[config.mk]
export PLATFORM = sky130hd
export DESIGN_NAME = sdcc_top
export DESIGN_NICKNAME = d
export VERILOG_FILES = /design/src/common/sdcc_pkg.sv /design/src/rtl/sdcc_top.sv
export VERILOG_INCLUDE_DIRS = /design/src /design/src/common
export SDC_FILE = /design/constraint.sdc
export NUM_CORES = 1
export LEC_CHECK = 0
export BUFFER_PORTS_ARGS = -buffer_cell sky130_fd_sc_hd__buf_2
export CAP_MARGIN = 0
export CELL_PAD_IN_SITES_DETAIL_PLACEMENT = 1
export CELL_PAD_IN_SITES_GLOBAL_PLACEMENT = 1
export CORE_MARGIN = 3
export CORE_UTILIZATION = 45
export CTS_CLUSTER_DIAMETER = 100
export DETAILED_ROUTE_END_ITERATION = 8
export MAX_ROUTING_LAYER = met4
export PLACE_DENSITY_LB_ADDON = 0.1
export SYNTH_ARGS = -nofsm -noshare
export SYNTH_HDL_FRONTEND = slang
export SYNTH_SLANG_ARGS = --single-unit
export TNS_END_PERCENT = 10
[constraint.sdc]
create_clock -name CLK_I -period 11.5 [get_ports CLK_I]
set_input_delay 1.15 -clock CLK_I [delete_from_list [all_inputs] [get_ports CLK_I]]
set_output_delay 1.15 -clock CLK_I [all_outputs]
set_load 0.03 [all_outputs]
[src/common/sdcc_consts.svh]
`ifndef SDCC_CONSTS_SVH
`define SDCC_CONSTS_SVH

// Command codes on {row, column, write} strobes, all active low
`define SDCC_CMD_PRE     3'h2
`define SDCC_CMD_ACT     3'h3
`define SDCC_CMD_RD      3'h5
`define SDCC_CMD_WR      3'h4
`define SDCC_CMD_MRS     3'h0
`define SDCC_CMD_REF     3'h1
`define SDCC_CMD_NOP     3'h7

// Fixed mode value: burst 1, sequential, latency 3, write burst 1
`define SDCC_MODE_VALUE  12'h030

// Power-up sequence counts
`define SDCC_INIT_NOPS   4'h3
`define SDCC_INIT_REFS   4'h8

// Read latency in memory clocks and pin synchroniser depth
`define SDCC_RD_LAT      3'h3
`define SDCC_SYNC_DLY    2'h2

// Address field layout
`define SDCC_COL_NARROW  4'h8
`define SDCC_COL_WIDE    4'h9
`define SDCC_ROW_WIDE    4'hE
`define SDCC_ROW_NARROW  4'hD
`define SDCC_LINE_BIT    4'hA
`define SDCC_HIGH_LSB    4'hB

`endif

[src/common/sdcc_pkg.sv]
package sdcc_pkg;

    // Sequencer states, one-hot
    typedef enum logic [8:0] {
        SDCC_S_IDLE     = 9'h001,
        SDCC_S_INIT_NOP = 9'h002,
        SDCC_S_INIT_PRE = 9'h004,
        SDCC_S_INIT_REF = 9'h008,
        SDCC_S_INIT_MRS = 9'h010,
        SDCC_S_PRE      = 9'h020,
        SDCC_S_ACT      = 9'h040,
        SDCC_S_COL      = 9'h080,
        SDCC_S_RD_WAIT  = 9'h100
    } sdcc_state_t;

endpackage

[src/rtl/sdcc_top.sv]
`timescale 1ns/1ns
// How it works
// - Precharge-all drives CS, RAS, WE low, CAS high, address-ten line high.
// - Activate drives CS, RAS low, CAS, WE high, row on address pins.
// - Read drives CS, CAS low, RAS, WE high, line low, column.
// - Write drives CS, CAS, WE low, RAS high, line low, column.
// - Mode load drives all four strobes low, mode value on pins.
// - Internal address is shifted so row and column share the pins.
// - Address-ten line low on read/write, high on precharge, row bit on activate.
// - Single 16-bit chip: row A[14:12], line, A[10:1]; column A[8:1]/A[9:1].
// - 64-Mbit 32-bit chips: row A[14:13], line, A[11:2]; column A[9:2].
// - Two 16-bit or one 128-Mbit 32-bit: row A[15:13], line, A[11:2].
// - Memory clock runs at full or half output clock rate.
// - In hold, all address, data, select, strobe and clock pins float.
// - Four active-low chip selects and four active-low byte lane masks.
// - Each space keeps its own page row, open only for the last activated space, and compares later accesses.
// - A page miss with a row open issues precharge-all then a new activate first; with none open, only the activate.
// - An ending access leaves its row open.
// - Only one row is open across the whole memory.
// - Any write to the init register starts initialisation.
// - Init sends three no-ops, one precharge, eight refreshes, one mode load.
// - Init register clears itself after the mode load.
// - Mode value 0x030 goes out on A13, line, A11 down to A2.
// - Every command goes to all spaces configured as SDRAM.
// - Read data is captured three memory clocks after the column.
// - Write data is driven with the write command, no latency.
`include "sdcc_consts.svh"

module sdcc_top
    import sdcc_pkg::*;
#(
    parameter int AW = 22,
    parameter int DW = 32
)(
    input  wire logic          CLK_I,
    input  wire logic          SYS_RST_I,
    input  wire logic [3:0]    MEMORY_TYPE_FIELD_I,
    input  wire logic          BUS_ACCESS_WIDTH_SEL_I,
    input  wire logic          CHIP_DENSITY_SEL_I,
    input  wire logic          CHIP_DATA_WIDTH_SEL_I,
    input  wire logic          MEM_CLK_EN_I,
    input  wire logic          MEM_CLK_HALF_I,
    input  wire logic          INIT_WRITE_I,
    output logic               INIT_PENDING_O,
    input  wire logic          HOLD_I,
    input  wire logic          REQ_VALID_I,
    output logic               REQ_READY_O,
    input  wire logic          REQ_WRITE_I,
    input  wire logic [1:0]    REQ_SPACE_I,
    input  wire logic [AW-1:0] REQ_ADDR_I,
    input  wire logic [DW-1:0] REQ_WDATA_I,
    input  wire logic [3:0]    REQ_BE_N_I,
    output logic               RD_VALID_O,
    output logic [DW-1:0]      RD_DATA_O,
    output logic [AW-1:0]      ADDR_O,
    output logic               ADDR_TEN_PRECHARGE_LINE_O,
    output logic [3:0]         CHIP_SELECT_N_O,
    output logic [3:0]         BYTE_LANE_MASK_N_O,
    output logic               ROW_STROBE_N_O,
    output logic               COLUMN_STROBE_N_O,
    output logic               WRITE_STROBE_N_O,
    output logic               MEMORY_CLOCK_OUT_O,
    output logic               PINS_OE_O,
    output logic [DW-1:0]      DATA_O,
    output logic               DATA_OE_O,
    input  wire logic [DW-1:0] DATA_I
);

    ////////////////////////////////////////////////////////////////////////
    // Pin synchronisers
    logic          hold_m_ff;
    logic          hold_ff;
    logic [DW-1:0] din_m_ff;
    logic [DW-1:0] din_ff;

    // Second stage alone feeds logic
    always_ff @(posedge CLK_I or posedge SYS_RST_I)
    begin
        if (SYS_RST_I)
        begin
            hold_m_ff <= 1'b0;
            hold_ff   <= 1'b0;
            din_m_ff  <= '0;
            din_ff    <= '0;
        end
        else
        begin
            hold_m_ff <= HOLD_I;
            hold_ff   <= hold_m_ff;
            din_m_ff  <= DATA_I;
            din_ff    <= din_m_ff;
        end
    end

    ////////////////////////////////////////////////////////////////////////
    // Memory clock divider; commands move on its falling edge
    logic mclk_ff;
    logic div_ff;
    logic toggle;
    logic tick;

    assign toggle = MEM_CLK_EN_I && (!MEM_CLK_HALF_I || div_ff);
    // Stalls while held so nothing moves with the pins floating
    assign tick   = toggle && mclk_ff && !hold_ff;

    always_ff @(posedge CLK_I or posedge SYS_RST_I)
    begin
        if (SYS_RST_I)
        begin
            mclk_ff <= 1'b1;
            div_ff  <= 1'b0;
        end
        else if (!MEM_CLK_EN_I)
        begin
            mclk_ff <= 1'b1;    // Parked high when disabled
            div_ff  <= 1'b0;
        end
        else
        begin
            div_ff <= MEM_CLK_HALF_I ? !div_ff : 1'b0;
            if (toggle && !(mclk_ff && hold_ff))
                mclk_ff <= !mclk_ff;
        end
    end

    ////////////////////////////////////////////////////////////////////////
    // Address split per organisation
    logic          narrow_map;
    logic [3:0]    col_w;
    logic [3:0]    row_w;
    logic [1:0]    shf;
    logic [AW-1:0] col_f;
    logic [AW-1:0] row_f;
    logic [AW-1:0] req_col;
    logic [AW-1:0] req_row;

    // 16-bit access uses half-word steps, 32-bit uses words
    assign narrow_map = !BUS_ACCESS_WIDTH_SEL_I;
    assign shf   = narrow_map ? 2'h1 : 2'h2;
    assign col_w = (narrow_map && CHIP_DENSITY_SEL_I) ?
                   `SDCC_COL_WIDE : `SDCC_COL_NARROW;
    // 64-Mbit 32-bit parts have one row bit fewer
    assign row_w = (!narrow_map && !CHIP_DENSITY_SEL_I &&
                    CHIP_DATA_WIDTH_SEL_I) ?
                   `SDCC_ROW_NARROW : `SDCC_ROW_WIDE;
    assign col_f = (REQ_ADDR_I >> shf) & ~({AW{1'b1}} << col_w);
    // Shift amount kept wide enough for column width plus lane step
    assign row_f = (REQ_ADDR_I >> (5'(shf) + 5'(col_w))) &
                   ~({AW{1'b1}} << row_w);
    assign req_col = col_f;
    assign req_row = row_f;

    ////////////////////////////////////////////////////////////////////////
    // Open page per space
    logic [3:0]    page_vld_ff;
    logic [AW-1:0] page_row_ff [4];
    logic          page_hit;

    assign page_hit = page_vld_ff[REQ_SPACE_I] &&
                      (page_row_ff[REQ_SPACE_I] == req_row);

    ////////////////////////////////////////////////////////////////////////
    // Sequencer
    sdcc_state_t   state_ff;
    sdcc_state_t   nxt_state;
    logic [3:0]    cnt_ff;
    logic          init_ff;
    logic          wr_ff;
    logic [1:0]    space_ff;
    logic [AW-1:0] row_ff;
    logic [AW-1:0] col_ff;
    logic [DW-1:0] wdata_ff;
    logic [3:0]    be_n_ff;
    logic          rd_done;
    logic          take;

    assign take = tick && (state_ff == SDCC_S_IDLE) && !init_ff &&
                  REQ_VALID_I;
    assign REQ_READY_O = tick && (state_ff == SDCC_S_IDLE) && !init_ff;

    // Next state, taken on a tick, or on rd_done while in the read wait
    always_comb
    begin
        nxt_state = state_ff;
        unique case (state_ff)
            SDCC_S_IDLE:
                if (init_ff)
                    nxt_state = SDCC_S_INIT_NOP;
                else if (REQ_VALID_I && page_hit)
                    nxt_state = SDCC_S_COL;
                else if (REQ_VALID_I && |page_vld_ff)
                    nxt_state = SDCC_S_PRE;
                else if (REQ_VALID_I)
                    nxt_state = SDCC_S_ACT;
            SDCC_S_INIT_NOP:
                if (cnt_ff == `SDCC_INIT_NOPS - 4'h1)
                    nxt_state = SDCC_S_INIT_PRE;
            SDCC_S_INIT_PRE:
                nxt_state = SDCC_S_INIT_REF;
            SDCC_S_INIT_REF:
                if (cnt_ff == `SDCC_INIT_REFS - 4'h1)
                    nxt_state = SDCC_S_INIT_MRS;
            SDCC_S_INIT_MRS:
                nxt_state = SDCC_S_IDLE;
            SDCC_S_PRE:
                nxt_state = SDCC_S_ACT;
            SDCC_S_ACT:
                nxt_state = SDCC_S_COL;
            SDCC_S_COL:
                nxt_state = wr_ff ? SDCC_S_IDLE : SDCC_S_RD_WAIT;
            SDCC_S_RD_WAIT:
                if (rd_done)
                    nxt_state = SDCC_S_IDLE;
            default:
                nxt_state = SDCC_S_IDLE;
        endcase
    end

    // State and repeat counter
    always_ff @(posedge CLK_I or posedge SYS_RST_I)
    begin
        if (SYS_RST_I)
        begin
            state_ff <= SDCC_S_IDLE;
            cnt_ff   <= 4'h0;
        end
        else if (tick || (state_ff == SDCC_S_RD_WAIT && rd_done))
        begin
            state_ff <= nxt_state;
            cnt_ff   <= (nxt_state == state_ff) ? cnt_ff + 4'h1 : 4'h0;
        end
    end

    // Init request flag; a new write wins over the self clear
    always_ff @(posedge CLK_I or posedge SYS_RST_I)
    begin
        if (SYS_RST_I)
            init_ff <= 1'b0;
        else if (INIT_WRITE_I)
            init_ff <= 1'b1;
        else if (tick && state_ff == SDCC_S_INIT_MRS)
            init_ff <= 1'b0;
    end
    assign INIT_PENDING_O = init_ff;

    // Accepted request
    always_ff @(posedge CLK_I or posedge SYS_RST_I)
    begin
        if (SYS_RST_I)
        begin
            wr_ff    <= 1'b0;
            space_ff <= 2'h0;
            row_ff   <= '0;
            col_ff   <= '0;
            wdata_ff <= '0;
            be_n_ff  <= 4'hF;
        end
        else if (take)
        begin
            wr_ff    <= REQ_WRITE_I;
            space_ff <= REQ_SPACE_I;
            row_ff   <= req_row;
            col_ff   <= req_col;
            wdata_ff <= REQ_WDATA_I;
            be_n_ff  <= REQ_BE_N_I;
        end
    end

    // Page table; precharge forgets all, activate keeps only one
    always_ff @(posedge CLK_I or posedge SYS_RST_I)
    begin
        if (SYS_RST_I)
            page_vld_ff <= 4'h0;
        else if (tick && (state_ff == SDCC_S_PRE ||
                          state_ff == SDCC_S_INIT_PRE))
            page_vld_ff <= 4'h0;
        else if (tick && state_ff == SDCC_S_ACT)
            page_vld_ff <= 4'h1 << space_ff;
    end

    for (genvar g = 0; g < 4; g++)
    begin : g_page
        always_ff @(posedge CLK_I or posedge SYS_RST_I)
        begin
            if (SYS_RST_I)
                page_row_ff[g] <= '0;
            else if (tick && state_ff == SDCC_S_ACT && space_ff == g)
                page_row_ff[g] <= row_ff;
        end
    end

    ////////////////////////////////////////////////////////////////////////
    // Pin drivers, changed only on a tick
    logic [2:0]    cmd_ff;
    logic [AW-1:0] addr_ff;
    logic          a10_ff;
    logic [3:0]    cs_n_ff;
    logic [3:0]    be_o_ff;
    logic [DW-1:0] dout_ff;
    logic          doe_ff;
    logic [AW-1:0] row_pins;
    logic [AW-1:0] col_pins;
    logic [AW-1:0] mrs_pins;
    logic [11:0]   mode_val;

    // Row: low ten bits on A[9+s:s], bit ten on the line, top above it
    assign row_pins = ((row_ff & AW'(10'h3FF)) << shf) |
                      ((row_ff >> `SDCC_HIGH_LSB) <<
                       (narrow_map ? 4'hC : 4'hD));
    assign col_pins = col_ff << shf;
    assign mode_val = `SDCC_MODE_VALUE;
    assign mrs_pins = (AW'(`SDCC_MODE_VALUE & 12'h3FF) << 2) |
                      (AW'(`SDCC_MODE_VALUE >> 11) << 13);

    always_ff @(posedge CLK_I or posedge SYS_RST_I)
    begin
        if (SYS_RST_I)
        begin
            cmd_ff  <= `SDCC_CMD_NOP;
            addr_ff <= '0;
            a10_ff  <= 1'b0;
            cs_n_ff <= 4'hF;
            be_o_ff <= 4'hF;
            dout_ff <= '0;
            doe_ff  <= 1'b0;
        end
        else if (tick)
        begin
            cs_n_ff <= ~MEMORY_TYPE_FIELD_I;
            be_o_ff <= 4'hF;
            doe_ff  <= 1'b0;
            cmd_ff  <= `SDCC_CMD_NOP;
            unique case (state_ff)
                SDCC_S_INIT_PRE, SDCC_S_PRE:
                begin
                    cmd_ff <= `SDCC_CMD_PRE;
                    a10_ff <= 1'b1;
                end
                SDCC_S_INIT_REF:
                    cmd_ff <= `SDCC_CMD_REF;
                SDCC_S_INIT_MRS:
                begin
                    cmd_ff  <= `SDCC_CMD_MRS;
                    addr_ff <= mrs_pins;
                    a10_ff  <= mode_val[10];
                end
                SDCC_S_ACT:
                begin
                    cmd_ff  <= `SDCC_CMD_ACT;
                    addr_ff <= row_pins;
                    a10_ff  <= row_ff[`SDCC_LINE_BIT];
                end
                SDCC_S_COL:
                begin
                    cmd_ff  <= wr_ff ? `SDCC_CMD_WR : `SDCC_CMD_RD;
                    addr_ff <= col_pins;
                    a10_ff  <= 1'b0;
                    be_o_ff <= be_n_ff;
                    dout_ff <= wdata_ff;
                    doe_ff  <= wr_ff;
                end
                default:
                    cmd_ff <= `SDCC_CMD_NOP;
            endcase
        end
    end

    ////////////////////////////////////////////////////////////////////////
    // Read capture: latency in memory clocks, then the synchroniser delay
    logic       rd_act_ff;
    logic [2:0] lat_ff;
    logic [1:0] sdly_ff;
    logic       rdv_ff;
    logic [DW-1:0] rdat_ff;

    assign rd_done = rdv_ff;

    always_ff @(posedge CLK_I or posedge SYS_RST_I)
    begin
        if (SYS_RST_I)
        begin
            rd_act_ff <= 1'b0;
            lat_ff    <= 3'h0;
            sdly_ff   <= 2'h0;
            rdv_ff    <= 1'b0;
            rdat_ff   <= '0;
        end
        else
        begin
            rdv_ff <= 1'b0;
            if (tick && state_ff == SDCC_S_COL && !wr_ff)
            begin
                rd_act_ff <= 1'b1;
                lat_ff    <= 3'h0;
                sdly_ff   <= 2'h0;
            end
            else if (rd_act_ff && lat_ff != `SDCC_RD_LAT)
            begin
                if (tick)
                    lat_ff <= lat_ff + 3'h1;
            end
            else if (rd_act_ff && sdly_ff != `SDCC_SYNC_DLY)
                sdly_ff <= sdly_ff + 2'h1;
            else if (rd_act_ff)
            begin
                rd_act_ff <= 1'b0;
                rdv_ff    <= 1'b1;
                rdat_ff   <= din_ff;
            end
        end
    end

    ////////////////////////////////////////////////////////////////////////
    // Outputs; hold floats everything through the enables
    assign {ROW_STROBE_N_O, COLUMN_STROBE_N_O, WRITE_STROBE_N_O} = cmd_ff;
    assign ADDR_O                    = addr_ff;
    assign ADDR_TEN_PRECHARGE_LINE_O = a10_ff;
    assign CHIP_SELECT_N_O           = cs_n_ff;
    assign BYTE_LANE_MASK_N_O        = be_o_ff;
    assign MEMORY_CLOCK_OUT_O        = mclk_ff;
    assign DATA_O                    = dout_ff;
    assign PINS_OE_O                 = !hold_ff;
    assign DATA_OE_O                 = doe_ff && !hold_ff;
    assign RD_VALID_O                = rdv_ff;
    assign RD_DATA_O                 = rdat_ff;
endmodule // sdcc_top

==> impl_results.md <==
- Status: finished clean
- Num rows: 60
- Top FF cell, synth: dfrtp_1
- Worst path buffer plus inverter count: 1
- Wire per inst: 20.5 µm
- DP HPWL: 20300 µm
- Top-area cell type share of the netlist area: 56.9%
- Critical Path RT: 10.35 ns
- FF-to-FF End: RD_DATA_O[28]$_DFFE_PP0P_
- Cells after synthesis: 909
- Cell depth of the worst flop-to-flop path: 6
- Initial Util: 46.3%
- Max-Cap Viols: 0
- Number of global-route vias before repair: 8807
- Worst Setup EP: REQ_READY_O
- Fin Setup TNS: 0 ns
- Adder-Cell Fraction of Synth Area: 0.496%
- CP max stage cell: or4_1
- Worst-path fanout max: 7
- Fraction of layout cells with a size suffix above 1: 41.5%
- Setup CP Type: flip-flop to output pin
- Post-route ant nets: 0
- Relative slew slack: 28.6%
- Hold WC Path Type: flip-flop to flip-flop
- Fin crit share: 34.9%
- Largest net degree at the start of global routing: 159
- Start of the worst register-to-register path: state_ff[1]$_DFFE_PP0P_
- Sequential element share of the synthesized area: 60.4%
- Vias/cell: 5.32
- Post-layout minimum cycle time: 4.01 ns
- Chip Height: 173 µm
- Actual slew at the worst max-slew pin: 1.07 ns
- Worst R2R Setup Slack: 7.69 ns
- Iter 0 DRT Violations: 398
- Synth cell types: 70
- Max stage delay on crit path: 0.65 ns
- CTS sink cnt: 304
- Mapped Area: 12600 µm²
- Multiplexer area fraction after synthesis: 20.7%
- Ranking of synthesized cells by area: dfrtp_1, mux2_2, dfstp_2, mux2_4, mux2i_1
- Maximum VDD drop: 0.111 mV
- Fillers: 2728
- P_leak: 0.00763 µW
- Critical-path cell list: or4_1 > or2_1 > or4_1 > nor2_1 > buf_2
- Post-synthesis xor/xnor area fraction: 0.902%
- Core area: 27300 µm²
- Clk_skew: 0.0189 ns
- Synth warn: 0
- CTS tree: yes
- Critical Path Most Common Cell: or4_1
- Crit-path leading delay family: simple AND/OR/NAND/NOR gates
- Final hold violations: 0
- Top-count cell post-synth: dfrtp_1
- Compound-Gate Fraction of Synth Area: 6.95%
- # nets final: 1213
- Fraction of registers with async set/reset: 100%
- CTS H-tree lvls: 2
- Post-synthesis average cell area: 13.9 µm²
- Post-Synth Simple-Gate Area: 7.37%
- Startpoint Class: flip-flop
- Post-Route WL: 30700 µm
- Reg clk slew, reported paths: 0.06 ns
- Die footprint: 30100 µm²
- DRC viols: 0
- Initial antenna violation count: 4
- Setup violators final: 0
- Main combinational cell family by area after synthesis: multiplexers
- Crit path capture type: output pin
- RSZ-0062 raised after global routing: no
- Die width: 173 µm
- F_max: 0.249 GHz
- Post-synth top area cell: dfrtp_1
- Worst-Skew Late Latency: 0.52 ns
- DR vias: 7980
- Max Root-Sink Buffers: 3
- Critical path arrival: 2.86 ns
- Setup bufs post-CTS: 0
- EDFF count, synth: 0
- Post-synthesis to final-layout area growth: 18.8%
- Detailed Routing Iterations Pass 1: 4
- Worst path depth: 5
- Max Slew Vio Count: 0
- Post-CTS Hold Buffers: 0
- FF+latch count, synth: 304
- PwrDens: 157 nW/µm²
- CTS-repair resized insts: 0
- Gpl congestion: 0.822
- PortBufs: 202
- IO Count: 211
- Origin of the worst setup path: state_ff[4]$_DFFE_PP0P_
- CTS buffer count: 34
- First-pass GRT wire length: 49400 µm
- GRT overflow: 0
- Post-synth top cells: dfrtp_1, mux2_2, nand2_1, o21ai_0, mux2i_1
- GRT Total Usage: 21.2%
- Clock Root Buffer: clkbuf_16
- Final core occ: 55.0%
[through the flow]
stage | hold slack [ns] | worst slack, ns | cell area (µm²) | total power (µW) | cells
CTS | 0.347 | 7.48 | 15000 | 2390 | 1496
global placement | 0.331 | 7.43 | 13900 | 1300 | 1437
finish | 0.343 | 7.49 | 15000 | 2360 | 1500
detailed placement | 0.336 | 7.44 | 13900 | 1310 | 1437
floorplan | 0.331 | 1.98 | 12600 | 1250 | 914
global route | 0.353 | 7.37 | 15000 | 2460 | 1500
[metal layers]
layer	wire [µm]	vias up	global-route usage [%]
met5	0	-	-
met4	631	0	5.37
met3	2300	51	6.07
met2	15000	205	34.3
met1	12700	4099	26.4
li1	-	3625	-
[cells in the final DEF (no fill, tap or decap), types with 6 or more instances in the layout]
master and count:
conb_1 6, buf_2 202, o21a_1 8, dfrtp_1 287
nand2b_1 6, inv_1 18, clkbuf_1 11, o221ai_1 6
a21oi_1 19, nand2_1 61, nor2_1 24, a21o_1 6
mux4_2 12, mux2_4 27, clkbuf_8 8, clkbuf_16 34
nand3_1 13, mux2_2 132, mux2i_1 39, dfstp_2 17
xnor2_1 12, o22a_1 6, o31ai_1 9, nand4_1 6
o21ai_0 41, a31oi_1 7
[cell type report]
class | instances | area (µm²) | share of cell area (%)
flip-flops and latches | 304 | 7630 | 50.9
clock buffers | 53 | 1000 | 6.68
diodes | 4 | 10.0 | 0.0668
multi-input cells | 536 | 4650 | 31.0
repair buffers | 206 | 1050 | 7.03
clock inverters | 6 | 101 | 0.676
well taps | 372 | 465 | 3.10
inverters | 19 | 78.8 | 0.526
[power by group]
| group | switching, µW | leakage, µW | internal (µW) |
|---|---|---|---|
| Combinational | 107 | 0.00309 | 54.0 |
| Sequential | 22.3 | 0.00401 | 1100 |
| Clock | 442 | 0.000533 | 629 |
| Total | 571 | 0.00763 | 1790 |
[how the worst min path moves through the flow]
stage | from | endpoint | slack, ns | depth (start not counted)
global placement | din_m_ff[24]$_DFF_PP0_ | din_ff[24]$_DFF_PP0_ | 0.33 | 0
floorplan | din_m_ff[0]$_DFF_PP0_ | din_ff[0]$_DFF_PP0_ | 0.33 | 0
detailed placement | din_m_ff[24]$_DFF_PP0_ | din_ff[24]$_DFF_PP0_ | 0.34 | 0
global route | din_m_ff[16]$_DFF_PP0_ | din_ff[16]$_DFF_PP0_ | 0.35 | 0
CTS | din_m_ff[10]$_DFF_PP0_ | din_ff[10]$_DFF_PP0_ | 0.35 | 0
finish | din_m_ff[17]$_DFF_PP0_ | din_ff[17]$_DFF_PP0_ | 0.34 | 0
[worst reg2reg max path, stage by stage, from the launching register on]
cell and delay (ns):
dfrtp_1 0.49, or3_1 0.63, nor4_4 0.60, nand2_2 0.68
o2111ai_4 0.43, buf_4 0.45, mux2_2 0.43
[flip-flops by register name, summed over array words and instances (netlist names), 14 cells and up]
register / flops
ADDR_O: 16
page_row_ff: 56
row_ff: 14
wdata_ff: 32
DATA_O: 32
din_ff: 32
RD_DATA_O: 32
din_m_ff: 32
[kinds of logic (layout without fill, tap and decap cells)]
logic type      after synthesis  after routing
mux                         213            213
fa+ha+maj                     5              5
compound gates              132            132
xor+xnor                     13             13
buf+inv                      74            284
flops                       304            304
simple gates                167            167
other cells                   1             10
(Power assumes the default switching activity.)
